`src/fpa_defines.vh`:
```
// Constants for the fixed-point arithmetic and move unit
`ifndef FPA_DEFINES_VH
`define FPA_DEFINES_VH
// ----------------------------------------------------------------------
// Register offsets on APB (byte addresses)
// ----------------------------------------------------------------------
`define FPA_OFF_INSTR 12'h000
`define FPA_OFF_CTRL 12'h004
`define FPA_OFF_STATUS 12'h008
`define FPA_OFF_RESULT 12'h00C
`define FPA_OFF_STORE 12'h010
`define FPA_OFF_LOAD 12'h014
`define FPA_OFF_OPA 12'h018
// ----------------------------------------------------------------------
// Instruction register field positions
// ----------------------------------------------------------------------
`define FPA_ARITH_LSB 0
`define FPA_MOV0_LSB 8
`define FPA_MOVE_SLOT1_LSB 14
`define FPA_MOVE_SLOT2_LSB 20
`define FPA_MOVE_SLOT3_LSB 26
`define FPA_FLD_W 6
// Arithmetic field: bit0 enable, bit1 mixed, bit2 neg outer, bit3 minus B,
// bit4 minus E, bit5 use B, bit6 use E, bit7 use C
`define FPA_CTRL_PAUSE_LSB 0
`define FPA_CTRL_NOP_BIT 3
// ----------------------------------------------------------------------
// Move source and destination codes
// ----------------------------------------------------------------------
`define FPA_R_A 4'h0
`define FPA_R_B 4'h1
`define FPA_R_C 4'h2
`define FPA_R_D 4'h3
`define FPA_R_E 4'h4
`define FPA_R_R 4'h5
`define FPA_R_S 4'h6
`define FPA_R_L 4'h7
`define FPA_R_T 4'h8
`define FPA_R_NONE 4'hF
// ----------------------------------------------------------------------
// Status bits and reset values
// ----------------------------------------------------------------------
`define FPA_ST_RANGE 15
`define FPA_ST_POS 14
`define FPA_ST_NEG 13
`define FPA_ST_CONFLICT 12
`define FPA_ST_ACTIVE 9
`define FPA_WORD_RST 16'h0000
`define FPA_INT_MAX 17'sh07FFF
`define FPA_PHASES 3'h4
`endif

```
`src/fpa_unit.v`:
```
// Fixed-point arithmetic unit with internal move bus and APB registers
//
// The register offsets and the APB slave port were left to the implementer.
`timescale 1ns/1ps
`default_nettype none
`include "fpa_defines.vh"

module fpa_unit (
  input wire pclk,
  input wire presetn,
  input wire psel,
  input wire penable,
  input wire pwrite,
  input wire [11:0] paddr,
  input wire [31:0] pwdata,
  output reg [31:0] prdata,
  output wire pready,
  output wire pslverr,
  input wire [15:0] sys_bus_data,
  output reg [15:0] sys_bus_out,
  output wire busy
);

  // --------------------------------------------------------------------
  // State
  // --------------------------------------------------------------------
  localparam ST_IDLE = 2'b00;
  localparam ST_RUN = 2'b01;
  localparam ST_PAUSE = 2'b10;

  reg [1:0] state_q;
  reg [1:0] phase_q;
  reg tail_q;
  reg [2:0] pause_q;
  reg [31:0] instr_q;
  reg [3:0] ctrl_q;
  reg [15:0] op_a_q, op_b_q, op_c_q, op_d_q, op_e_q;
  reg [15:0] result_reg_q;
  reg [15:0] bus_store_reg_q;
  reg [15:0] move_data_q;
  reg [6:0] move_tidx_q;
  reg [32:0] product_buffer_q;
  reg pos_range_err_q, neg_range_err_q, range_err_q, conflict_q;
  reg [15:0] scratch_file [0:127];

  wire apb_wr = psel & penable & pwrite;
  wire apb_rd = psel & penable & ~pwrite;
  assign pready = 1'b1;
  assign pslverr = 1'b0;
  assign busy = (state_q != ST_IDLE);

  // --------------------------------------------------------------------
  // Decoding helpers
  // --------------------------------------------------------------------
  // Move field: [2:0] source code, [5:3] destination code; one 6-bit field per slot
  function [5:0] slot_field;
    input [31:0] ins;
    input [1:0] slot;
    begin
      case (slot)
        2'd0: slot_field = ins[`FPA_MOV0_LSB +: `FPA_FLD_W];
        2'd1: slot_field = ins[`FPA_MOVE_SLOT1_LSB +: `FPA_FLD_W];
        2'd2: slot_field = ins[`FPA_MOVE_SLOT2_LSB +: `FPA_FLD_W];
        default: slot_field = ins[`FPA_MOVE_SLOT3_LSB +: `FPA_FLD_W];
      endcase
    end
  endfunction

  // Field bits [2:0] pick the source; [5:3] pick the destination, where
  // 3'h7 means scratch and the index is instr_q[30:24] XOR the slot's field.
  function [15:0] read_source;
    input [2:0] code;
    begin
      case (code)
        3'd0: read_source = op_a_q;
        3'd1: read_source = op_b_q;
        3'd2: read_source = op_c_q;
        3'd3: read_source = op_d_q;
        3'd4: read_source = op_e_q;
        3'd5: read_source = result_reg_q;
        3'd6: read_source = sys_bus_data; // Store reads the bus live
        default: read_source = scratch_file[move_tidx_q];
      endcase
    end
  endfunction

  // --------------------------------------------------------------------
  // Arithmetic datapath
  // --------------------------------------------------------------------
  wire [7:0] af = instr_q[`FPA_ARITH_LSB +: 8];
  wire [16:0] a_x = {op_a_q[15], op_a_q};
  wire [16:0] b_x = af[5] ? {op_b_q[15], op_b_q} : 17'h00000;
  wire [16:0] sum_ab = af[3] ? a_x - b_x : a_x + b_x;
  wire [16:0] c_x = af[7] ? {op_c_q[15], op_c_q} : 17'h00001;
  wire signed [33:0] prod_full = $signed(sum_ab) * $signed(c_x);
  // Top two bits always agree, so the MSB carries nothing
  wire [32:0] prod_keep = af[2] ? 33'h000000000 - prod_full[32:0]
                                : prod_full[32:0];
  // Both legal mixed forms multiply a fraction by an integer, so the
  // product already carries the fraction scale of the result; the mixed
  // bit only labels the form and no shift is applied
  wire [32:0] prod_scaled = product_buffer_q;
  wire [32:0] e_x = af[6] ? {{17{op_e_q[15]}}, op_e_q} : 33'h000000000;
  wire signed [33:0] total = af[4]
    ? $signed({prod_scaled[32], prod_scaled}) - $signed({e_x[32], e_x})
    : $signed({prod_scaled[32], prod_scaled}) + $signed({e_x[32], e_x});
  // Integer and fraction limits share bit patterns on the 16-bit word
  wire over = total > $signed({{17{1'b0}}, 17'h07FFF});
  wire under = total < -$signed({{17{1'b0}}, 17'h08000});
  wire [15:0] clamped = over ? 16'h7FFF : under ? 16'h8000
                      : total[15:0];

  // --------------------------------------------------------------------
  // Sequencer: four quarters per instruction cycle
  // --------------------------------------------------------------------
  wire [5:0] cur_field = slot_field(instr_q, phase_q);
  wire [2:0] cur_src = cur_field[2:0];
  wire [2:0] cur_dst = cur_field[5:3];
  wire slot_live = (state_q == ST_RUN) & ~ctrl_q[`FPA_CTRL_NOP_BIT];

  always @(posedge pclk or negedge presetn)
  begin
    if (!presetn)
    begin
      state_q <= ST_IDLE;
      phase_q <= 2'b00;
      tail_q <= 1'b0;
      pause_q <= 3'h0;
      move_data_q <= `FPA_WORD_RST;
      move_tidx_q <= 7'h00;
      product_buffer_q <= 33'h000000000;
    end
    else
    begin
      // Carry slot 3's load over the end of the instruction cycle
      tail_q <= slot_live & (phase_q == 2'b11);
      case (state_q)
        ST_IDLE:
        begin
          phase_q <= 2'b00;
          if (apb_wr && paddr == `FPA_OFF_INSTR)
          begin
            state_q <= ST_RUN;
            pause_q <= ctrl_q[2:0]; // Pause may ride any instruction
          end
        end
        ST_RUN:
        begin
          phase_q <= phase_q + 2'b01;
          // Each slot samples its source in its own quarter
          move_data_q <= read_source(cur_src);
          move_tidx_q <= instr_q[30:24] ^ {1'b0, cur_field};
          // Operands as they stand before any move of this cycle lands
          if (phase_q == 2'b00)
            product_buffer_q <= prod_keep;
          if (phase_q == 2'b11)
            state_q <= (pause_q != 3'h0) ? ST_PAUSE : ST_IDLE;
        end
        ST_PAUSE:
        begin
          // One whole cycle per remaining count
          phase_q <= phase_q + 2'b01;
          if (phase_q == 2'b11)
          begin
            pause_q <= pause_q - 3'h1;
            if (pause_q == 3'h1)
              state_q <= ST_IDLE;
          end
        end
        default: state_q <= ST_IDLE;
      endcase
    end
  end

  // --------------------------------------------------------------------
  // Move bus loads and arithmetic result
  // --------------------------------------------------------------------
  // A slot loads one quarter after its sample; slot 3's load falls on the
  // first edge of the next cycle, carried there by tail_q
  wire load_now = (slot_live & (phase_q != 2'b00)) | tail_q;
  wire [5:0] prev_field = slot_field(instr_q, phase_q - 2'b01);
  wire [2:0] prev_dst = prev_field[5:3];

  always @(posedge pclk or negedge presetn)
  begin
    if (!presetn)
    begin
      op_a_q <= `FPA_WORD_RST;
      op_b_q <= `FPA_WORD_RST;
      op_c_q <= `FPA_WORD_RST;
      op_d_q <= `FPA_WORD_RST;
      op_e_q <= `FPA_WORD_RST;
      result_reg_q <= `FPA_WORD_RST;
      sys_bus_out <= `FPA_WORD_RST;
      conflict_q <= 1'b0;
    end
    else
    begin
      // Read clear comes first, so a conflict raised in the same cycle
      // overrides it and is not lost
      if (apb_rd && paddr == `FPA_OFF_STATUS)
        conflict_q <= 1'b0;
      if (apb_wr && paddr == `FPA_OFF_OPA)
        op_a_q <= pwdata[15:0];
      if (apb_wr && paddr == `FPA_OFF_STORE)
        op_d_q <= pwdata[15:0];
      // Destinations load one quarter after their source sample
      if (load_now)
      begin
        case (prev_dst)
          3'd0: op_a_q <= move_data_q;
          3'd1: op_b_q <= move_data_q;
          3'd2: op_c_q <= move_data_q;
          3'd3: op_d_q <= move_data_q;
          3'd4: op_e_q <= move_data_q;
          3'd5: result_reg_q <= move_data_q;
          3'd6:
          begin
            // Load register only legal in slot 1
            if (phase_q == 2'b10)
              sys_bus_out <= move_data_q;
            if (phase_q == 2'b00)
              conflict_q <= 1'b1;
          end
          default: ;
        endcase
      end
      // Slot 1 quarter: automatic D to E copy
      if (slot_live && phase_q == 2'b01)
        op_e_q <= op_d_q;
      // Slot 3 load completes at the next cycle's start
      if (state_q == ST_RUN && phase_q == 2'b11 && cur_dst == 3'd6)
        conflict_q <= 1'b1;
      // Result lands at the three-quarter point
      if (slot_live && phase_q == 2'b10 && af[0])
        result_reg_q <= clamped;
      else if (slot_live && phase_q == 2'b10)
        result_reg_q <= `FPA_WORD_RST;
    end
  end

  // Scratch file writes
  always @(posedge pclk)
  begin
    if (load_now && prev_dst == 3'd7)
      scratch_file[move_tidx_q] <= move_data_q;
  end

  // --------------------------------------------------------------------
  // Sticky range flags; a new error beats a read clear
  // --------------------------------------------------------------------
  wire arith_done = slot_live & (phase_q == 2'b10) & af[0];
  wire st_rd = apb_rd & (paddr == `FPA_OFF_STATUS);

  always @(posedge pclk or negedge presetn)
  begin
    if (!presetn)
    begin
      pos_range_err_q <= 1'b0;
      neg_range_err_q <= 1'b0;
      range_err_q <= 1'b0;
    end
    else
    begin
      pos_range_err_q <= (arith_done & over) | (pos_range_err_q & ~st_rd);
      neg_range_err_q <= (arith_done & under) | (neg_range_err_q & ~st_rd);
      range_err_q <= (arith_done & (over | under))
                   | (range_err_q & ~st_rd);
    end
  end

  // --------------------------------------------------------------------
  // APB writes to instruction and control, and read mux
  // --------------------------------------------------------------------
  always @(posedge pclk or negedge presetn)
  begin
    if (!presetn)
    begin
      instr_q <= 32'h00000000;
      ctrl_q <= 4'h0;
      bus_store_reg_q <= `FPA_WORD_RST;
    end
    else
    begin
      // Instructions are only taken while idle, so a cycle is never torn
      if (apb_wr && paddr == `FPA_OFF_INSTR && state_q == ST_IDLE)
        instr_q <= pwdata;
      if (apb_wr && paddr == `FPA_OFF_CTRL)
        ctrl_q <= pwdata[3:0];
      bus_store_reg_q <= sys_bus_data;
    end
  end

  always @(posedge pclk or negedge presetn)
  begin
    if (!presetn)
      prdata <= 32'h00000000;
    else if (psel && !penable && !pwrite)
    begin
      case (paddr)
        `FPA_OFF_INSTR: prdata <= instr_q;
        `FPA_OFF_CTRL: prdata <= {28'h0000000, ctrl_q};
        `FPA_OFF_STATUS: prdata <= {16'h0000, range_err_q, pos_range_err_q,
          neg_range_err_q, conflict_q, 2'b00, busy, 6'h00, pause_q};
        `FPA_OFF_RESULT: prdata <= {16'h0000, result_reg_q};
        `FPA_OFF_STORE: prdata <= {16'h0000, bus_store_reg_q};
        `FPA_OFF_LOAD: prdata <= {16'h0000, sys_bus_out};
        `FPA_OFF_OPA: prdata <= {16'h0000, op_a_q};
        default: prdata <= 32'h00000000;
      endcase
    end
  end

endmodule // fpa_unit
`default_nettype wire

```
`config.mk`:
```
export PLATFORM = sky130hd
export DESIGN_NAME = fpa_unit
export DESIGN_NICKNAME = d
export VERILOG_FILES = /design/src/fpa_unit.v
export VERILOG_INCLUDE_DIRS = /design/src
export SDC_FILE = /design/constraint.sdc
export NUM_CORES = 2
export LEC_CHECK = 0
export BUFFER_PORTS_ARGS = -buffer_cell sky130_fd_sc_hd__buf_2
export CAP_MARGIN = 0
export CORE_MARGIN = 8
export CORE_UTILIZATION = 35
export CTS_BUF_LIST = sky130_fd_sc_hd__clkbuf_2
export CTS_CLUSTER_DIAMETER = 50
export CTS_CLUSTER_SIZE = 20
export DETAILED_ROUTE_END_ITERATION = 10
export PLACE_DENSITY = 0.53
export SLEW_MARGIN = 30
export SYNTH_ARGS = -nofsm -noshare
export SYNTH_HDL_FRONTEND = slang
export SYNTH_SLANG_ARGS = --single-unit
```
`constraint.sdc`:
```
create_clock -name pclk -period 10.52 [get_ports pclk]
set_input_delay 1.052 -clock pclk [delete_from_list [all_inputs] [get_ports pclk]]
set_output_delay 1.052 -clock pclk [all_outputs]
set_load 0.1 [all_outputs]
```
== Word level (Yosys, flattened, before mapping) ==
Memory sizes are Yosys's and may differ from the RTL's.
Index checks and enable logic that the tools add are counted.
Operators by class
  equal/unequal tests: 32
  shift-type cells: 0
  magnitude comparators: 2
  bitwise gates (word level): 24
  add/subtract/negate cells: 8
  div/mod/pow operators: 0
  multipliers: 1
  reduce and logical (&&, ||, !) cells: 40
  mux-type cells: 42
Operator list (number)
  16-bit 2-to-1 mux: 15
  32-bit one-hot mux with 7 select lines: 1
  16-bit one-hot mux with 7 select lines: 1
  33-bit 2-to-1 mux: 2
  17-bit 2-to-1 mux: 3
  12-bit by 5-bit == test with 1-bit output, second input constant: 3
  6-bit one-hot mux with 3 select lines: 2
  33-bit by 33-bit adder with 34-bit output: 1
  34-bit by 16-bit > comparator with 1-bit output, second input constant: 1
  34-bit by 16-bit < comparator with 1-bit output, second input constant: 1
  34-bit 2-to-1 mux: 1
  33-bit by 33-bit subtractor with 34-bit output: 1
  17-bit by 17-bit multiplier with 33-bit output: 1
  1-bit by 33-bit subtractor with 33-bit output, first input constant: 1
  12-bit by 4-bit == test with 1-bit output, second input constant: 2
  3-bit == test, second input constant: 8
  17-bit adder: 1
  17-bit subtractor: 1
  1-bit bitwise AND: 15
  1-bit logical AND: 14
  12-bit by 3-bit == test with 1-bit output, second input constant: 1
  3-bit by 2-bit == test with 1-bit output, second input constant: 4
  12-bit logical NOT: 1
  2-bit nonzero test: 6
  25 further kinds: 62
Word-level totals
  input port bits: 65
  register bits after elaboration: 264
  memory bits (writable): 2048
  output and inout port bits: 51
  bits in read-only memories: 0
  latch bits: 0
  logic and storage cells: 172
  memories: 1
Memories
  scratch_file: words 128, bits a word 16, rd ports 1, clocked after memory_dff 0, wr ports 1, RTL line fpa_unit.v:44  | reg [15:0] scratch_file [0:127];

== Longest topological paths before layout ==
  depth after elaboration: 8
  gate-level depth with buffers: 46
  gate-level depth less buffers: 41

== Worst setup path after synthesis ==
Ideal clock, no wire load.
  path type: reg-to-reg
  start point: register instr_q[5]
  end point: register product_buffer_q[32], in the netlist prod_scaled[32]
  data required time: 10444 ps
  slack: 36 ps
  cell stages (with the launch flop): 45
  path buffers: 5
  period minus slack after synthesis: 10484 ps
  arrival time: 10407 ps
  library setup time: 76 ps
  path through: dfrtp_1 > clkbuf_1 > clkbuf_1 > and2_1 > inv_1 > ha_1 > inv_1 > o21ai_0 > inv_1 > ha_1 > nor2b_1 > o21ai_0 > a21boi_1 > o21ai_0 > nand2b_1 > a21o_1 > a21o_1 > a311oi_1 > [9 not listed] > fa_1 > inv_1 > fa_1 > fa_1 > inv_1 > fa_1 > inv_1 > ha_1 > o2bb2ai_1 > a2111oi_2 > o31ai_1 > a41oi_1 > xnor2_1 > or2_2 > nor3_2 > a41oi_2 > xnor3_1 > o21ai_1
On the way
  longest elaborated chain between the ends: 6
  elaborated cells on any way between the ends: 7
  classes of those cells: 3 x add/sub; 1 x mul; 3 x mux
Ends and longest elaborated chain
  from (decl): RTL line fpa_unit.v:35  | reg [31:0] instr_q;
  from (signal assigned): RTL line fpa_unit.v:287  | instr_q <= pwdata;
  17-bit 2-to-1 mux *: RTL line fpa_unit.v:92  | wire [16:0] b_x = af[5] ? {op_b_q[15], op_b_q} : 17'h00000;
  17-bit adder or 17-bit subtractor (tied branches): RTL line fpa_unit.v:93  | wire [16:0] sum_ab = af[3] ? a_x - b_x : a_x + b_x;
  17-bit 2-to-1 mux *: RTL line fpa_unit.v:93
  17-bit by 17-bit multiplier with 33-bit output *: RTL line fpa_unit.v:95  | wire signed [33:0] prod_full = $signed(sum_ab) * $signed(c_x);
  1-bit by 33-bit subtractor with 33-bit output: RTL line fpa_unit.v:97  | wire [32:0] prod_keep = af[2] ? 33'h000000000 - prod_full[32:0]
  33-bit 2-to-1 mux *: RTL line fpa_unit.v:97
  to (signal assigned): RTL line fpa_unit.v:155  | product_buffer_q <= prod_keep;
  to (decl): RTL line fpa_unit.v:42  | reg [32:0] product_buffer_q;
Mark *: on every way between the ends. The rest lies on a longest branch, timed or not.
A chain may end at the register's enable or synchronous reset.

== Worst setup path after layout ==
Same ends and word-level chain as after synthesis.

==> flow_summary.toml <==
[floorplanning]
core_um2 = 293000
fp.dieH_um = 558
pin_count = 116
num_rows = 199
die_area_um2 = 311000
die_w_um = 558
initial_core_util_pct = 35.0

[logic_synthesis]
synth_cell_types = 91
yosysTopAreaCellShare_pct = 59.9
yosys.area_share.xor_xnor_pct = 1.24
yosysTopAreaCell = "edfxtp_1"
synth_compound_area_share_pct = 13.9
synth-edff-count = 2048
synth_seq_cells = 2312
synthesis.nets = 7835
synth-simple-area-share_pct = 6.44
yosysMostFrequentCell = "edfxtp_1"
async_flop_share_pct = 11.4
ys_seq_area_share_pct = 66.3
ys_warn_count = 0
synth_top_family_by_area = "compound AO/OA/AOI/OAI gates"
synth.area.mux_share_pct = 1.56
synthesis.area_um2 = 103000
avgSynthCellArea_um2 = 14.0
synthTopCellsByArea = "edfxtp_1, dfrtp_1, fa_1"
netlist_instances = 7332
synthAdderAreaFrac_pct = 7.41
netlist_top_cells_count = "edfxtp_1, a22oi_1, nand2_1"
synth_ff_type = "edfxtp_1"

[critical_path]
arrival_ns = 11.54
criticalPathCategory = "reg2reg"
crit_slowest_cell = "fa_1"
cp-start-kind = "flop"
cpMostUsedCell = "fa_1"
cp_max_fo = 7
worstPathRequired_ns = 12.07
slowest_delay_ns = 0.55
critPathCaptureType = "flop"

[sta]
max_slew_margin_pct = 22.1
drv_slew = 0
tightest_slew_ns = 1.16
setup_slack_ns = 0.529
finalSetupTns_ns = 0
fin_crit_ns = 9.99
max_freq_ghz = 0.100
report.final.setup_viol = 0
min_period_over_period_pct = 95.0
final_hold_viol_count = 0
clock-skew-final_ns = 0.244

[route]
ant_nets = 0
drt_pre_antenna_iters = 6
drt-total-wl_mm = 338
wl_per_cell_um = 28.7
drc = 0
vias_per_cell = 5.75
route.vias.total = 67700
first_iter_violations = 8484

[clock_tree]
numClockSinks = 2312
htreeDepth = 4
cts_tree = "yes"
clkLatencyLatePin_ns = 1.84
clk_pin_slew_ns = 0.23
cts_buffers = 222
root_buffer = "clkbuf_2"
clockBufferDepth = 4

[power_and_ir_drop]
peakVddDrop_v = 0.000185
powerDensity_nw_per_um2 = 240
cellLeakagePower_nw = 39.0

[grt]
grt_pass1_vias = 65800
grt_pass1_wl_mm = 484
grt_usage_pct = 21.0
grt-ovfl-total = 0
antenna_found_initial = 17
grt_max_degree = 92

[status]
outcome = "complete, no violations"

[placed_design]
post-place-ws_ns = 0.0147
dp_hpwl_mm = 210
io_buffers = 113
gp_congestion = 0.883

[flow_run]
drv_cap = 0

[cells_and_area]
fillers = 27500
syn_to_final_growth_pct = 11.1
fin_nets = 8158
drive_gt1_share_pct = 13.4

[worst_hold_path]
hp-class = "in2reg"
where the power goes:
| part | leakage (nW) | internal (mW) | switching, mW |
|---|---|---|---|
| sequential | 22.0 | 11.2 | 0.991 |
| clock | 1.88 | 1.30 | 3.48 |
| combinational | 15.1 | 3.26 | 7.18 |
| total | 39.0 | 15.8 | 11.7 |
layout make-up:
cell class	instances	area, µm²	share of cell area [%]
Inverter	407	1530	1.34
Sequential cell	2312	68200	59.7
Antenna cell	15	37.5	0.0329
Tap cell	3919	4900	4.30
Timing Repair Buffer	551	4470	3.92
Clock buffer	231	1160	1.01
Clock inverter	174	1990	1.74
Multi-Input combinational cell	4161	31900	27.9
flip-flops by register name (all words and copies together), names as in the netlist, 3 cells and up:
name / count
op_a_q: 16
op_d_q: 16
ctrl_q: 4
move_data_q: 16
instr_q: 32
op_c_q: 16
result_reg_q: 16
prdata: 32
move_tidx_q: 7
bus_store_reg_q: 16
op_e_q: 16
pause_q: 3
prod_scaled: 33
sys_bus_out: 16
op_b_q: 16
scratch_file: 2048
stage by stage:
step	instances	util [%]	instance area [µm²]	total power [mW]	hold slack, ns
6_report	11800	38.9	114000	27.4	0.205
4_1_cts	11700	38.8	114000	27.3	0.00542
3_5_place_dp	11200	37.3	109000	22.5	0.465
3_3_place_gp	11200	37.3	109000	22.4	0.459
5_1_grt	11800	38.9	114000	28.7	0.101
2_1_floorplan	7332	-	103000	18.0	0.447
final timing paths:
check                                start  slack (ns)         endpoint  cells after the start
max in group asynchronous          presetn        8.48   prod_scaled[1]                      5
worst max register to register  instr_q[5]        0.53  prod_scaled[32]                     39
worst max-delay path            instr_q[5]        0.53  prod_scaled[32]                     39
worst min-delay path            pwdata[12]        0.21       op_a_q[12]                      4
worst min register to register   prdata[5]        0.50        prdata[5]                      2
min in group asynchronous          presetn        0.33       prdata[23]                      4
cell families after synthesis:
family                     Yosys count
AOI/OAI and AO/OA                 1976
xor gates and xnor gates           144
adders and majority gates          438
buffers and inverters              859
DFF                               2312
muxes                              150
other                                2
and+or+nand+nor                   1451
worst max-delay path: cells and delay by family (launching register included):
family                     cells  cell delay (ns)
DFF                            1             0.46
xor gates and xnor gates       3             0.72
adders and majority gates      9             3.98
buffers and inverters          8             0.85
and+or+nand+nor                7             1.47
AOI/OAI and AO/OA             12             2.26
layout by cell type, fill, tap and decap left out, drive strengths merged, types with 139 or more instances in the layout:
cell type  netlist  layout
inv            407     473
clkbuf         344     231
edfxtp        2048    2048
a21oi          139     139
a31oi          193     193
fa             284     284
ha             154     154
dfrtp          264     264
a22oi          631     631
buf            108     441
a221oi         235     235
o21ai          299     299
nor2           462     462
nand2          490     490
a22o           215     215
layer usage:
metal	track usage, %	part of all wire (%)	up-vias
met1	30.5	43	35100
met5	0	0.080	-
li1	-	-	28900
met4	5.15	2.8	6
met3	3.79	9.3	437
met2	32.6	45	3226
what timing repair did:
action / in CTS / in global routing
gates cloned: 0 / 0
resized for setup: 3 / 47
endpoints found under the setup margin: 8 / 14
pin swaps: 1 / 12
buffers inserted: 0 / 13
endpoints found under the hold margin: 316 / 0
hold buffers: 111 / 0
No activity file was read; power rests on OpenSTA's default activity.
